<file path="src/hdl/lfm_regs.svh">
/*
 * constants of the led driver fault manager: pin vector positions, counts, timing.
 * assumes inclusion by bare name from design files only.
 */
`ifndef LFM_REGS_SVH
`define LFM_REGS_SVH

// ****************************************
// synchronised pin vector positions
// ****************************************
`define LFM_PIN_W 9
`define LFM_PIN_VCC_BELOW_OFF 0
`define LFM_PIN_VCC_ABOVE_ON 1
`define LFM_PIN_VCC_BELOW_RESET 2
`define LFM_PIN_SEVERE_OTP 3
`define LFM_PIN_VCC_OVP 4
`define LFM_PIN_PROG_OVP 5
`define LFM_PIN_DIODE_SHORT 6
`define LFM_PIN_DIE_OVERTEMP 7
`define LFM_PIN_CS_OVER_LIMIT 8

// ****************************************
// timing
// ****************************************
`define LFM_CLK_KHZ 25000
`define LFM_RECOVERY_DELAY_MS 4000
`define LFM_RECOVERY_CYCLES (`LFM_RECOVERY_DELAY_MS * `LFM_CLK_KHZ)
`define LFM_RECOVERY_CNT_W 27

// ****************************************
// winding short detection
// ****************************************
`define LFM_SCP_PERIODS 4
`define LFM_SCP_CNT_W 3

`endif

</file>
<file path="src/hdl/lfm_pkg.sv">
/*
 * types of the led driver fault manager.
 * assumes nothing beyond a systemverilog compiler.
 */
package lfm_pkg;

    typedef enum logic [2:0] {
        LFM_ST_UNDERVOLT,
        LFM_ST_RUN,
        LFM_ST_LATCHED,
        LFM_ST_RECOVER_WAIT,
        LFM_ST_RECOVER_ARM
    } lfm_state_e;

endpackage

</file>
<file path="src/hdl/lfm_scp_if.sv">
/*
 * carrier between the fault manager and its winding short detector.
 * assumes inputs already synchronised to clk.
 */
`timescale 1ns/1ps

interface lfm_scp_if (
    input wire logic clk,
    input wire logic rst
);
    logic period_end;
    logic over_limit;
    logic fault;

    modport det (
        input clk,
        input rst,
        input period_end,
        input over_limit,
        output fault
    );

    modport mgr (
        output period_end,
        output over_limit,
        input fault
    );
endinterface

</file>
<file path="src/hdl/lfm_fault_manager.sv">
/*
 * led driver fault manager: undervoltage lockout, major fault off state, latching and
 * auto-recovery handling, gate drive pulse gating.
 * assumes comparator levels arrive asynchronously on pins; gate request and period strobe
 * come from logic on sys_clk_i.
 */
// Overview of operation
// - the undervoltage flag sets when the supply drops below turn-off and clears above turn-on, holding drive off.
// - any major fault puts the block into its off state.
// - in the off state no gate drive pulse is produced.
// - a latched fault keeps drive stopped until the supply falls below reset level, then operation resumes.
// - an auto-recovery fault blocks gate drive for a four second delay.
// - after the delay, operation restarts once the supply is above turn-on.
// - in the auto-recovery variant every major fault auto-recovers and nothing latches.
// - in the latching variant the pin over-temperature, programmable overvoltage, diode and winding shorts latch.
// - supply overvoltage always stops drive and auto-recovers in any variant.
// - a winding short is declared after four consecutive periods with current above the short limit.
`timescale 1ns/1ps
`include "lfm_regs.svh"

module lfm_fault_manager
    import lfm_pkg::*;
#(
    parameter bit LATCHING_VARIANT = 1'b0,
    parameter int unsigned RECOVERY_CYCLES = `LFM_RECOVERY_CYCLES
) (
    input wire logic sys_clk_i,
    input wire logic rst_i,
    input wire logic vcc_below_off_i,
    input wire logic vcc_above_on_i,
    input wire logic vcc_below_reset_i,
    input wire logic severe_otp_i,
    input wire logic vcc_ovp_i,
    input wire logic programmable_overvoltage_fault_i,
    input wire logic diode_short_fault_i,
    input wire logic die_overtemp_fault_i,
    input wire logic cs_over_short_limit_i,
    input wire logic switch_period_end_i,
    input wire logic drive_request_i,
    output logic gate_drive_pulse_o,
    output logic supply_undervoltage_flag_o,
    output logic off_state_o,
    output logic latched_off_o,
    output logic recovery_delay_o,
    output logic winding_short_fault_o
);

    // ****************************************
    // pin synchronisers
    // ****************************************
    // comparator outputs are asynchronous; two stages keep metastability out of the logic
    logic [`LFM_PIN_W-1:0] pin_meta_q;
    logic [`LFM_PIN_W-1:0] pin_q;

    always_ff @(posedge sys_clk_i) begin
        if (rst_i) begin
            pin_meta_q <= '0;
            pin_q <= '0;
        end else begin
            pin_meta_q <= {cs_over_short_limit_i, die_overtemp_fault_i, diode_short_fault_i,
                           programmable_overvoltage_fault_i, vcc_ovp_i, severe_otp_i,
                           vcc_below_reset_i, vcc_above_on_i, vcc_below_off_i};
            pin_q <= pin_meta_q;
        end
    end

    // ****************************************
    // winding short detector
    // ****************************************
    lfm_scp_if scp (
        .clk(sys_clk_i),
        .rst(rst_i)
    );

    assign scp.period_end = switch_period_end_i;
    assign scp.over_limit = pin_q[`LFM_PIN_CS_OVER_LIMIT];

    lfm_winding_short_det u_scp (
        .scp(scp)
    );

    // ****************************************
    // fault classification
    // ****************************************
    // variant-dependent faults; supply overvoltage and die temperature never latch
    function automatic logic latch_class(input logic [`LFM_PIN_W-1:0] p, input logic wshort, input bit variant);
        logic hit;
        hit = p[`LFM_PIN_SEVERE_OTP] | p[`LFM_PIN_PROG_OVP] | p[`LFM_PIN_DIODE_SHORT] | wshort;
        return variant & hit;
    endfunction

    logic any_fault;
    logic latch_fault;
    logic auto_fault;

    assign any_fault = pin_q[`LFM_PIN_SEVERE_OTP] | pin_q[`LFM_PIN_VCC_OVP] | pin_q[`LFM_PIN_PROG_OVP]
                     | pin_q[`LFM_PIN_DIODE_SHORT] | pin_q[`LFM_PIN_DIE_OVERTEMP] | scp.fault;
    assign latch_fault = latch_class(pin_q, scp.fault, LATCHING_VARIANT);
    assign auto_fault = any_fault & ~latch_fault;

    // ****************************************
    // undervoltage flag
    // ****************************************
    logic supply_undervoltage_flag_q;

    always_ff @(posedge sys_clk_i) begin
        if (rst_i) begin
            supply_undervoltage_flag_q <= 1'b1;
        // below-off wins when both comparators read high
        end else if (pin_q[`LFM_PIN_VCC_BELOW_OFF]) begin
            supply_undervoltage_flag_q <= 1'b1;
        end else if (pin_q[`LFM_PIN_VCC_ABOVE_ON]) begin
            supply_undervoltage_flag_q <= 1'b0;
        end
    end

    // ****************************************
    // off state sequencing
    // ****************************************
    lfm_state_e state_q;
    logic [`LFM_RECOVERY_CNT_W-1:0] delay_cnt_q;
    logic delay_done;

    // counter width covers the full four second count at the nominal clock
    assign delay_done = (delay_cnt_q == `LFM_RECOVERY_CNT_W'(RECOVERY_CYCLES - 1));

    always_ff @(posedge sys_clk_i) begin
        if (rst_i) begin
            state_q <= LFM_ST_UNDERVOLT;
        end else begin
            // a latch-class fault wins over an auto-recovery one in every state
            unique case (state_q)
                LFM_ST_UNDERVOLT: begin
                    if (latch_fault) begin
                        state_q <= LFM_ST_LATCHED;
                    end else if (auto_fault) begin
                        state_q <= LFM_ST_RECOVER_WAIT;
                    end else if (!supply_undervoltage_flag_q) begin
                        state_q <= LFM_ST_RUN;
                    end
                end
                LFM_ST_RUN: begin
                    if (latch_fault) begin
                        state_q <= LFM_ST_LATCHED;
                    end else if (auto_fault) begin
                        state_q <= LFM_ST_RECOVER_WAIT;
                    end else if (supply_undervoltage_flag_q) begin
                        state_q <= LFM_ST_UNDERVOLT;
                    end
                end
                LFM_ST_LATCHED: begin
                    // only a supply drop to reset level releases the latch
                    if (pin_q[`LFM_PIN_VCC_BELOW_RESET]) begin
                        state_q <= LFM_ST_UNDERVOLT;
                    end
                end
                LFM_ST_RECOVER_WAIT: begin
                    if (latch_fault) begin
                        state_q <= LFM_ST_LATCHED;
                    end else if (delay_done) begin
                        state_q <= LFM_ST_RECOVER_ARM;
                    end
                end
                LFM_ST_RECOVER_ARM: begin
                    // a fault still present sends it back to the recovery delay, or to the latch
                    if (latch_fault) begin
                        state_q <= LFM_ST_LATCHED;
                    end else if (auto_fault) begin
                        state_q <= LFM_ST_RECOVER_WAIT;
                    end else if (!supply_undervoltage_flag_q && pin_q[`LFM_PIN_VCC_ABOVE_ON]) begin
                        state_q <= LFM_ST_RUN;
                    end
                end
            endcase
        end
    end

    // ****************************************
    // recovery delay counter
    // ****************************************
    // long count kept as a parameter so a bench can shorten it
    always_ff @(posedge sys_clk_i) begin
        if (rst_i) begin
            delay_cnt_q <= '0;
        end else if (state_q == LFM_ST_RECOVER_WAIT && !delay_done) begin
            delay_cnt_q <= delay_cnt_q + `LFM_RECOVERY_CNT_W'(1);
        end else begin
            delay_cnt_q <= '0;
        end
    end

    // ****************************************
    // gate drive and status outputs
    // ****************************************
    // fault terms gate the pulse in the same cycle, before the state catches up
    // request honoured only in run with the supply good
    always_ff @(posedge sys_clk_i) begin
        if (rst_i) begin
            gate_drive_pulse_o <= 1'b0;
        end else begin
            gate_drive_pulse_o <= drive_request_i && state_q == LFM_ST_RUN && !any_fault && !supply_undervoltage_flag_q;
        end
    end

    always_ff @(posedge sys_clk_i) begin
        if (rst_i) begin
            supply_undervoltage_flag_o <= 1'b1;
            off_state_o <= 1'b1;
            latched_off_o <= 1'b0;
            recovery_delay_o <= 1'b0;
            winding_short_fault_o <= 1'b0;
        end else begin
            supply_undervoltage_flag_o <= supply_undervoltage_flag_q;
            off_state_o <= state_q != LFM_ST_RUN;
            latched_off_o <= state_q == LFM_ST_LATCHED;
            recovery_delay_o <= state_q == LFM_ST_RECOVER_WAIT;
            winding_short_fault_o <= scp.fault;
        end
    end

endmodule

</file>
<file path="src/hdl/lfm_winding_short_det.sv">
/*
 * winding short detector: counts consecutive switching periods with current over the short limit.
 * assumes one-cycle period_end strobe and synchronised over_limit level.
 */
`timescale 1ns/1ps
`include "lfm_regs.svh"

module lfm_winding_short_det
    import lfm_pkg::*;
(
    lfm_scp_if.det scp
);

    logic [`LFM_SCP_CNT_W-1:0] cnt_q;
    logic seen_q;
    logic fault_q;

    // ****************************************
    // per-period overshoot memory
    // ****************************************
    always_ff @(posedge scp.clk) begin
        if (scp.rst) begin
            seen_q <= 1'b0;
        end else if (scp.period_end) begin
            seen_q <= 1'b0;
        end else if (scp.over_limit) begin
            seen_q <= 1'b1;
        end
    end

    // ****************************************
    // consecutive period count
    // ****************************************
    always_ff @(posedge scp.clk) begin
        if (scp.rst) begin
            cnt_q <= '0;
            fault_q <= 1'b0;
        end else begin
            fault_q <= 1'b0;
            if (scp.period_end) begin
                if (seen_q || scp.over_limit) begin
                    if (cnt_q == `LFM_SCP_CNT_W'(`LFM_SCP_PERIODS - 1)) begin
                        cnt_q <= '0;
                        fault_q <= 1'b1;
                    end else begin
                        cnt_q <= cnt_q + `LFM_SCP_CNT_W'(1);
                    end
                end else begin
                    // a clean period breaks the run
                    cnt_q <= '0;
                end
            end
        end
    end

    assign scp.fault = fault_q;

endmodule

</file>
<file path="config.mk">
export PLATFORM = sky130hd
export DESIGN_NAME = lfm_fault_manager
export DESIGN_NICKNAME = d
export VERILOG_FILES = /design/src/hdl/lfm_pkg.sv /design/src/hdl/lfm_scp_if.sv /design/src/hdl/lfm_fault_manager.sv /design/src/hdl/lfm_winding_short_det.sv
export VERILOG_INCLUDE_DIRS = /design/src /design/src/hdl
export SDC_FILE = /design/constraint.sdc
export NUM_CORES = 1
export LEC_CHECK = 0
export BUFFER_PORTS_ARGS = -buffer_cell sky130_fd_sc_hd__clkbuf_2
export CAP_MARGIN = 20
export CORE_MARGIN = 4
export CORE_UTILIZATION = 50
export CTS_CLUSTER_DIAMETER = 150
export DETAILED_ROUTE_END_ITERATION = 8
export GPL_TIMING_DRIVEN = 0
export PLACE_DENSITY_LB_ADDON = 0.08
export SETUP_SLACK_MARGIN = 0.4
export SYNTH_ARGS = -nofsm -noshare
export SYNTH_HDL_FRONTEND = slang
export SYNTH_SLANG_ARGS = --single-unit
</file>
<file path="constraint.sdc">
create_clock -name sys_clk_i -period 1.68 [get_ports sys_clk_i]
set_input_delay 0.336 -clock sys_clk_i [delete_from_list [all_inputs] [get_ports sys_clk_i]]
set_output_delay 0.336 -clock sys_clk_i [all_outputs]
set_load 0.01 [all_outputs]
</file>
# Word level (Yosys, flattened, before mapping)
# Cells that the tools add are included.
[word_totals]
register_bits = 60
in_bits = 13
output_inout_bits = 6
word_cells = 63
[classes]
add_sub_neg = 2
n_eq_ne = 12
n_mux = 12
bitwise = 8
reduce_logical = 15
[op_table]
columns = ["cell", "count"]
rows = [
  ["two-way mux 3 bit", 10],
  ["adder 27 x 1 -> 27 bit, second input constant", 1],
  ["== test 27 bit, second input constant", 1],
  ["one-hot mux 3 bit (5 select lines)", 1],
  ["== test 3 x 2 -> 1 bit, second input constant", 3],
  ["!= test 3 bit, second input constant", 3],
  ["OR reduction 2 bit", 3],
  ["logical AND 1 bit", 5],
  ["bitwise OR 1 bit", 5],
  ["AND reduction 5 bit", 1],
  ["!= test 2 bit, second input constant", 2],
  ["adder 3 x 1 -> 3 bit, second input constant", 1],
  ["== test 3 x 1 -> 1 bit, second input constant", 1],
  ["== test 3 bit, second input constant", 1],
  ["logical NOT 1 bit", 3],
  ["logical NOT 3 bit", 1],
  ["!= test 3 x 1 -> 1 bit, second input constant", 1],
  ["inverter 1 bit", 3],
  ["OR reduction 3 bit", 1],
  ["logical OR 1 bit", 1],
  ["two-way mux 1 bit", 1],
]

# Logic depth before layout (Yosys ltp)
# Gate-level depths: netlist (run 1).
[depth]
depth_word = 8
ltp_mapped = 7

# By module
# Synthesis (run 1) repeated with hierarchy kept, for this count alone.
[hier_totals]
cells_unflattened = 261
hier_area_um2 = 2524.9
[by_module_without_submodules]
columns = ["mod", "n_inst", "cells_each", "area_per_inst_um2", "seq_area_each_um2"]
rows = [
  ["lfm_fault_manager", 1, 242, 2321.0, 1101.1],
  ["lfm_winding_short_det", 1, 19, 203.9, 100.1],
]

# Worst setup path after synthesis (run 1)
# No wires, ideal clock.
[synth_path]
path_type = "register to register"
from = "register delay_cnt_q[0]"
to = "register delay_cnt_q[10]"
setup_time_ns = 0.117
arrival_time_ns = 1.724
required_time_ns = 1.563
slack_ns = -0.162
stages_incl_launch_ff = 8
synth_period_minus_slack_ns = 1.842
cell_sequence = "dfxtp_1 ha_1 and3_1 clkbuf_1 nand4_1 o21ai_1 buf_2 nor2_1"
[synth_via]
elab_chain_cells = 5
[synth_rtl]
columns = ["item", "line", "text"]
rows = [
  ["start, declared", "lfm_fault_manager.sv:121", "logic [`LFM_RECOVERY_CNT_W-1:0] delay_cnt_q;"],
  ["start signal, assigned", "lfm_fault_manager.sv:186", "delay_cnt_q <= delay_cnt_q + `LFM_RECOVERY_CNT_W'(1);"],
  ["branches (longest 5 deep; another with adder 27 x 1 -> 27 bit)", "-", ""],
]
# Several ways; the timed one is not identified.
# A chain may end at the register's enable or synchronous reset.

# Worst setup path in the final report (run 1)
[layout_path]
from = "register delay_cnt_q[1]"
to = "register delay_cnt_q[16]"
# The elaborated chain is that of the path after synthesis.

==> results of run 1 <==
==> worst min-delay path by stage <==
| stage | endpoint | start | cells past startpoint |
|---|---|---|---|
| after floorplan | supply_undervoltage_flag_q | pin_q[0] | 2 |
| after global placement | supply_undervoltage_flag_q | pin_q[0] | 2 |
| after detailed placement | supply_undervoltage_flag_q | pin_q[0] | 2 |
| after CTS | pin_meta_q[4] | vcc_ovp_i | 2 |
| after global routing | pin_meta_q[3] | severe_otp_i | 2 |
| final | pin_meta_q[4] | vcc_ovp_i | 2 |
==> flip-flops by register name, indices dropped and copies added (netlist names) <==
name	flops
delay_cnt_q	27
pin_meta_q	9
pin_q	9
state_q	3
u_scp.cnt_q	3
gate_drive_pulse_o	1
latched_off_o	1
off_state_o	1
recovery_delay_o	1
supply_undervoltage_flag_o	1
supply_undervoltage_flag_q	1
u_scp.scp.fault	1
u_scp.seen_q	1
winding_short_fault_o	1
==> what timing repair did <==
action | 4_1_cts | 5_1_grt
setup buffers | 20 | 11
gates resized for setup | 27 | 34
pin swaps | 10 | 14
gates cloned | 2 | 0
endpoints found under the setup margin | 31 | 33
==> routing by layer <==
metal	vias to the layer above	wire (um)
met5	-	0
met3	10	206
met4	0	132
met1	913	2280
li1	1006	-
met2	38	2740
==> report_power, final <==
part | total, mW | internal (mW) | switching (mW)
logic | 0.197 | 0.0941 | 0.103
registers | 1.48 | 1.45 | 0.0362
clock network | 1.35 | 0.808 | 0.547
total | 3.04 | 2.35 | 0.686
==> kinds of logic after synthesis <==
| family | count (synthesis) |
|---|---|
| AND/OR/NAND/NOR | 114 |
| flip-flops | 60 |
| AO/OA/AOI/OAI | 39 |
| buffers and inverters | 17 |
| XOR/XNOR | 13 |
| adder cells (fa/ha/maj) | 2 |
==> cells in the mapped netlist (2+ instances only) <==
cell type	number	area [sq um]
o21ai_0	7	35.0
and3_1	2	12.5
or3_1	8	50.1
a21oi_1	14	70.1
o31ai_1	5	37.5
nand4_1	9	56.3
nand3_1	12	60.1
xnor2_1	6	52.6
clkbuf_1	4	15.0
buf_2	4	20.0
inv_1	9	33.8
nor2b_1	20	125
xor2_1	7	61.3
nand2_1	10	37.5
or4_1	6	45.0
dfxtp_1	60	1200
and4_1	5	43.8
a211oi_1	2	15.0
nor2_1	20	75.1
o31a_1	2	17.5
nand2b_1	5	31.3
nor3_1	6	30.0
ha_1	2	25.0
nor4_1	7	43.8
==> cell type report <==
type	count	area, sq um
repair buffers	51	368
clock buffers	12	166
plain buffers	8	72.6
clock inverters	4	45.0
well taps	52	65.1
inverters	9	36.3
flip-flops and latches	60	1240
fillers	305	1170
multi-input cells	168	1240
==> per-stage QoR <==
step	cells	util, %	cell area [sq um]
after detailed placement	315	57.7	2540
after global routing	364	73.5	3240
after CTS	353	68.4	3020
after global placement	315	57.7	2540
after floorplan	245	-	2390
final	364	73.5	3240
==> flow_summary.toml, run 1 <==
[outcome]
status = "finished, violations left"
violations = "negative setup slack"

[placement]
dp_slack_ps = -145
hpwl_mm = 3.02
portBuffers = 18
gp_congestion = 0.802

[power]
p_leak_nw = 1.21
p_total_mw = 3.04
pwr_density_cell_mw_per_mm2 = 936
vdd_drop_max_uv = 1070

[setup_path]
slowest_stage = "or4_1"
critPathCaptureType = "flop"
path_buf_inv = 3
worstSetupPathType = "flop to flop"
r2r_end = "delay_cnt_q[16]"
path_cells = "ha_4, buf_6, inv_4, or3_4, buf_6, or4_1, a21oi_1"
rr_startpoint = "delay_cnt_q[1]"
crit_path_frequent_cell = "buf_6"
cpPeakStageDelay_ps = 390
cp_max_fo = 8
r2r_cells = 7
endpoint = "delay_cnt_q[16]"
crit_family = "simple AND/OR/NAND/NOR gates"
worstPathArrival_ps = 2030
startpoint = "delay_cnt_q[1]"
required_ps = 1940
cp-start-kind = "flop"
ff2ff_setup_slack_ps = -90
crit_cells = 7

[floorplanning]
std_cell_rows = 24
die_h_um = 75.9
floorplan.initialDensity_pct = 52.3
core_area_sq_mm = 0.00441
die_w_um = 75.9
io_pins = 19
die_area_sq_mm = 0.00577

[route]
drc = 0
vias = 1967
routedWlPerCell_um = 14.7
routed_via_density = 5.40
firstDrtPassIters = 4
ant_nets = 0
drtIter0Drc = 123
routed_wirelength_mm = 5.36

[clock_tree]
cts_root_buf = "clkbuf_8"
clock_path_buffers = 2
ctsHoldBuffers = 0
cts_buffers = 9
clkLatencyLatePin_ps = 340
cts_tree = "built"
path_clk_slew_ps = 70
htree_levels = 3
clock-sinks = 60

[global_routing]
grt_pass1_vias = 1860
grt_overflow_total = 0
grt_max_degree = 11
track_usage_pct = 18.6
use_met3_pct = 5.69
met1_usage_pct = 20.9
use_met2_pct = 31.4
busiest_layer = "met2"
antenna_found_initial = 0
grt_pass1_wl_mm = 8.71

[sta]
maxSlewViolCount = 0
final-setup-viol-count = 17
tightest_slew_ps = 490
finClkSkew_ps = 8.97
tns_ps = -422
hold_viol_final = 0
clock.fmax_mhz = 564
whs_ps = 207
finalWorstSetupSlack_ps = -92.2
rsz0062_at_grt = "yes"
min_period_over_period_pct = 105
relSlewSlack_pct = 67.3
period_needed_ps = 1770

[synth]
avgSynthCellArea_sq_um = 9.42
synthArstFlopShare_pct = 0
muxShareOfSynthArea_pct = 0
ys_ff_latch = 60
synthFlopType = "dfxtp_1"
synth-seq-area-share_pct = 52.1
synth_top_family_by_area = "simple AND/OR/NAND/NOR gates"
synthAdderAreaFrac_pct = 1.08
syn_nets = 260
synth_cells = 245
synth_edf_count = 0
synth_cell_type_count = 37
synthSimpleGateAreaFrac_pct = 28.0
syn_area_sq_mm = 0.00231
ys_warn_count = 0
synth_xor_xnor_area_share_pct = 4.93
synth_compound_area_share_pct = 11.0

[final_layout]
layout_common_cells = "45 x dfxtp_1, 25 x buf_4, 20 x nor2b_1"
n_antenna_cell = 0
synthToLayoutAreaGrowth_pct = 40.6
drive_gt1_share_pct = 37.5
final_nets = 322
layout_commonest_cell = "dfxtp_1"

[hold_path]
min_path_type = "input pin to flop"

[flow_run]
max-cap-violations = 0
Note: power is estimated with default switching activity, not from simulation.
==> inputs of run 2 (changes only) <==
--- a/config.mk
+++ b/config.mk
@@ -12,8 +12,7 @@
 export CORE_UTILIZATION = 50
 export CTS_CLUSTER_DIAMETER = 150
 export DETAILED_ROUTE_END_ITERATION = 8
-export GPL_TIMING_DRIVEN = 0
-export PLACE_DENSITY_LB_ADDON = 0.08
+export PLACE_DENSITY = 0.67
 export SETUP_SLACK_MARGIN = 0.4
 export SYNTH_ARGS = -nofsm -noshare
 export SYNTH_HDL_FRONTEND = slang
==> run 2 against run 1 <==
The run still ends with negative setup slack left. Non-clock buffer count rose by 5. Maximum frequency rose by 4.2%. Clock skew is essentially flat. Utilization up 0.14 points. Worst hold slack better by 1.9 ps. Critical path depth increased by 1. Total power down 8.9%. Via count grew 3.7%. Die area unchanged. Flip-flop and latch count is the same. Global-route usage down 0.12 points. Critical path type unchanged. Largest cell class is now multi-input combinational cells.
==> flow_summary.toml, run 2 (synthesis results as in run 1) <==
[floorplanning]
std_cell_rows = 24
die_area_sq_mm = 0.00577
die_w_um = 75.9
io_pins = 19
core_area_sq_mm = 0.00441
floorplan.initialDensity_pct = 52.3
die_h_um = 75.9

[route]
firstDrtPassIters = 5
drtIter0Drc = 180
routedWlPerCell_um = 14.8
ant_nets = 0
routed_wirelength_mm = 5.44
routed_via_density = 5.54
drc = 0
vias = 2039

[setup_path]
cp_max_fo = 7
r2r_end = "delay_cnt_q[6]"
worstPathArrival_ps = 1920
critPathCaptureType = "flop"
required_ps = 1900
crit_path_frequent_cell = "buf_12"
ff2ff_setup_slack_ps = -20
r2r_cells = 8
path_cells = "buf_6, and4_4, nand4_1, buf_4, o21ai_4, buf_12, buf_12, nor2_4"
slowest_stage = "dfxtp_4"
worstSetupPathType = "flop to flop"
cp-start-kind = "flop"
path_buf_inv = 4
rr_startpoint = "delay_cnt_q[5]"
crit_family = "buffers and inverters"
cpPeakStageDelay_ps = 360

[hold_path]
min-delay-start = "die_overtemp_fault_i"
hold_depth = 2
min_path_type = "input pin to flop"
whs_endpoint = "pin_meta_q[7]"

[sta]
tns_ps = -187
finClkSkew_ps = 8.80
period_needed_ps = 1700
tightest_slew_ps = 354
finalWorstSetupSlack_ps = -21.1
maxSlewViolCount = 0
relSlewSlack_pct = 76.2
final-setup-viol-count = 16
rsz0062_at_grt = "yes"
clock.fmax_mhz = 588
whs_ps = 209
min_period_over_period_pct = 101
hold_viol_final = 0

[outcome]
violations = "negative setup slack"
status = "finished, violations left"

[clock_tree]
cts_tree = "built"
clock_path_buffers = 2
ctsHoldBuffers = 0
clock-sinks = 60
cts_buffers = 9
htree_levels = 3
cts_root_buf = "clkbuf_8"
clkLatencyLatePin_ps = 330
path_clk_slew_ps = 70

[global_routing]
grt_max_degree = 29
busiest_layer = "met2"
track_usage_pct = 18.5
use_met2_pct = 27.6
use_met3_pct = 4.86
met1_usage_pct = 24.3
antenna_found_initial = 0
grt_overflow_total = 0
grt_pass1_wl_mm = 8.66
grt_pass1_vias = 1874

[placement]
hpwl_mm = 3.29
portBuffers = 18
gp_congestion = 0.794
dp.cells = 334
post_dp_cell_area_sq_mm = 0.00271

[power]
p_leak_nw = 1.20
p_total_mw = 2.77
pwr_density_cell_mw_per_mm2 = 852
vdd_drop_max_uv = 844

[final_layout]
largest_reg_flops = 27
layout_common_cells = "46 x dfxtp_1, 38 x buf_4, 20 x nor2b_1"
stdcell_count = 368
synthToLayoutAreaGrowth_pct = 40.8
drive_gt1_share_pct = 41.8
n_antenna_cell = 0
reg_top3 = "delay_cnt_q x27, pin_meta_q x9, pin_q x9"
layout_commonest_cell = "dfxtp_1"
stdcell_area_sq_mm = 0.00325
top_register = "delay_cnt_q"
final_nets = 327

[flow_run]
max-cap-violations = 0
[run 2: changes by cell type in the layout (fill, tap and decap cells not counted), sizes merged]
cell	delta
buf	+8
bufinv	-1
clkbuf	-5
clkinvlp	+2
[run 2: worst max path at each step]
stage	start	endpoint	slack, ps	depth (start not counted)
2_1_floorplan	delay_cnt_q[5]	delay_cnt_q[23]	40	5
3_3_place_gp	delay_cnt_q[4]	delay_cnt_q[23]	-40	4
3_5_place_dp	delay_cnt_q[7]	delay_cnt_q[23]	-50	4
4_1_cts	delay_cnt_q[5]	delay_cnt_q[21]	20	4
5_1_grt	delay_cnt_q[5]	delay_cnt_q[10]	-80	8
6_report	delay_cnt_q[5]	delay_cnt_q[6]	-20	8
[run 2: cell type report]
| class | instances | area [sq um] |
|---|---|---|
| sequential | 60 | 1240 |
| tap | 52 | 65.1 |
| multi-input combinational | 168 | 1250 |
| inverter | 9 | 33.8 |
| clock buffer | 10 | 128 |
| fill | 313 | 1160 |
| timing repair buffer | 64 | 508 |
| clock inverter | 5 | 30.0 |
[run 2: layer usage]
layer	part of all wire [%]	up-vias
met5	0	-
met4	3.1	0
met3	5.3	16
met2	46	73
met1	45	941
li1	-	1009
[run 2: stage by stage]
| step | setup WS, ps | util, % |
|---|---|---|
| after CTS | 20.5 | 70.6 |
| after floorplan | 35.5 | - |
| after global placement | -39.8 | 61.4 |
| after detailed placement | -46.9 | 61.4 |
| final | -21.1 | 73.6 |
| after global routing | -78.7 | 73.6 |
[run 2: power by group]
group	switching [mW]	leakage [nW]	internal, mW
registers	0.0367	0.498	1.45
logic	0.105	0.622	0.102
clock network	0.554	0.0779	0.518
[run 2: what timing repair did]
item	CTS	global route
gates resized for setup	29	25
setup buffers	14	4
setup endpoints to repair	30	31
pin swaps	9	10
gates cloned	1	0
==> inputs of run 3 (changes only) <==
--- a/config.mk
+++ b/config.mk
@@ -8,6 +8,7 @@
 export LEC_CHECK = 0
 export BUFFER_PORTS_ARGS = -buffer_cell sky130_fd_sc_hd__clkbuf_2
 export CAP_MARGIN = 20
+export CORE_ASPECT_RATIO = 1.25
 export CORE_MARGIN = 4
 export CORE_UTILIZATION = 50
 export CTS_CLUSTER_DIAMETER = 150
==> run 3 against run 2 <==
The flow now finishes without violations. Clock skew grew 1.1 ps. Clock power is 21% higher. Final cell count is 0.82% higher. Critical path depth fell by 1. Flip-flop and latch count is the same. Die area grew 0.12%. First-iteration DRC count is 51% lower.
==> flow_summary.toml, run 3 (synthesis results as in run 1) <==
[outcome]
status = "completed"

[power]
p_total_mw = 3.00
pwr_density_cell_mw_per_mm2 = 927
vdd_drop_max_uv = 873
p_leak_nw = 1.19

[setup_path]
startpoint = "delay_cnt_q[9]"
r2r_end = "delay_cnt_q[11]"
path_cells = "buf_4, nor4b_4, nand4_1, buf_6, o21ai_4, buf_6, nor2_1"
worstPathArrival_ps = 1900
ff2ff_setup_slack_ps = 10
critPathCaptureType = "flop"
slowest_stage = "dfxtp_2"
rr_startpoint = "delay_cnt_q[9]"
cp-start-kind = "flop"
cp_max_fo = 7
crit_path_frequent_cell = "buf_6"
required_ps = 1910
r2r_cells = 7
worstSetupPathType = "flop to flop"
cpPeakStageDelay_ps = 320

[hold_path]
min-delay-start = "die_overtemp_fault_i"
hold_depth = 2
whs_endpoint = "pin_meta_q[7]"
min_path_type = "input pin to flop"

[sta]
maxSlewViolCount = 0
tns_ps = 0
min_period_over_period_pct = 99.4
tightest_slew_ps = 399
whs_ps = 201
period_needed_ps = 1670
rsz0062_at_grt = "yes"
relSlewSlack_pct = 73.2
clock.fmax_mhz = 599
final-setup-viol-count = 0
hold_viol_final = 0
finClkSkew_ps = 9.88

[floorplanning]
die_area_sq_mm = 0.00577
io_pins = 19
die_h_um = 84.0
die_w_um = 68.8
core_area_sq_mm = 0.00443
floorplan.initialDensity_pct = 52.1
std_cell_rows = 27

[clock_tree]
cts_tree = "built"
cts_root_buf = "clkbuf_8"
path_clk_slew_ps = 70
ctsHoldBuffers = 0
cts_buffers = 9
htree_levels = 3
clock-sinks = 60
clock_path_buffers = 2
clkLatencyLatePin_ps = 340

[global_routing]
grt_max_degree = 29
antenna_found_initial = 0
grt_pass1_vias = 1981
grt_overflow_total = 0
track_usage_pct = 19.6
grt_pass1_wl_mm = 8.57

[route]
ant_nets = 0
vias = 2019
routed_via_density = 5.44
drc = 0
firstDrtPassIters = 4
drtIter0Drc = 88
routedWlPerCell_um = 14.3
routed_wirelength_mm = 5.31

[final_layout]
synthToLayoutAreaGrowth_pct = 40.3
reg_top3 = "delay_cnt_q x27, pin_meta_q x9, pin_q x9"
top_register = "delay_cnt_q"
drive_gt1_share_pct = 39.6
stdcell_area_sq_mm = 0.00324
layout_commonest_cell = "dfxtp_1"
final_nets = 323
largest_reg_flops = 27
n_antenna_cell = 0
layout_common_cells = "44 x dfxtp_1, 31 x buf_4, 20 x nor2b_1"

[placement]
post_dp_cell_area_sq_mm = 0.00270
portBuffers = 18
gp_congestion = 0.856
hpwl_mm = 3.37

[flow_run]
max-cap-violations = 0
-- run 3: cell types whose count changed in the layout (fill, tap and decap cells not counted), moves of 2 or more --
| cell | previous run | this run |
|---|---|---|
| nor2_1 | 10 | 19 |
| buf_4 | 38 | 31 |
| buf_12 | 3 | 0 |
| dfxtp_2 | 6 | 12 |
| dfxtp_1 | 46 | 44 |
| nor2_2 | 8 | 0 |
| dfxtp_4 | 8 | 4 |
| buf_6 | 4 | 11 |
| nor4_2 | 4 | 2 |
-- run 3: routing by layer --
layer | vias to the layer above | track usage, % | part of all wire [%]
li1 | 1006 | - | -
met2 | 38 | 33.8 | 53
met5 | - | 0 | 0
met4 | 0 | 8.69 | 2.9
met1 | 958 | 20.8 | 40
met3 | 17 | 6.60 | 4.3
-- run 3: timing repair --
item | 4_1_cts | 5_1_grt
setup buffers | 12 | 0
resized for setup | 35 | 22
pin swaps | 12 | 4
setup endpoints to repair | 31 | 31
cloned | 2 | 0
-- run 3: how the worst max path moves through the flow --
stage	to	slack, ps	cells after the start
6_report	delay_cnt_q[11]	10	7
5_1_grt	delay_cnt_q[11]	-90	6
4_1_cts	delay_cnt_q[21]	40	4
3_5_place_dp	delay_cnt_q[16]	-20	5
3_3_place_gp	delay_cnt_q[16]	3	5
2_1_floorplan	delay_cnt_q[23]	40	5
-- run 3: layout make-up --
class | instances | area [sq um]
fill | 312 | 1190
clock inverter | 6 | 63.8
sequential | 60 | 1230
clock buffer | 10 | 138
tap | 58 | 72.6
timing repair buffer | 60 | 447
inverter | 9 | 33.8
multi-input combinational | 168 | 1250
-- run 3: critical path, delay by kind of cell, from the launching register on --
| kind | cells | cell delay [ps] |
|---|---|---|
| buf+inv | 3 | 500 |
| simple gates | 3 | 470 |
| flops | 1 | 320 |
| compound gates | 1 | 280 |
-- run 3: report_power, final --
group | internal, mW | total [mW] | switching, mW
Clock | 0.721 | 1.30 | 0.578
Combinational | 0.0952 | 0.201 | 0.106
Sequential | 1.46 | 1.50 | 0.0410
Total | 2.28 | 3.00 | 0.725
-- run 3: stage by stage --
stage / utilization (%) / setup WS (ps) / cells
after floorplan: - / 35.5 / 245
after global placement: 61.0 / 3.16 / 341
after detailed placement: 61.0 / -22.2 / 341
after CTS: 70.8 / 41.0 / 371
after global routing: 73.2 / -85.5 / 371
final: 73.2 / 9.85 / 371
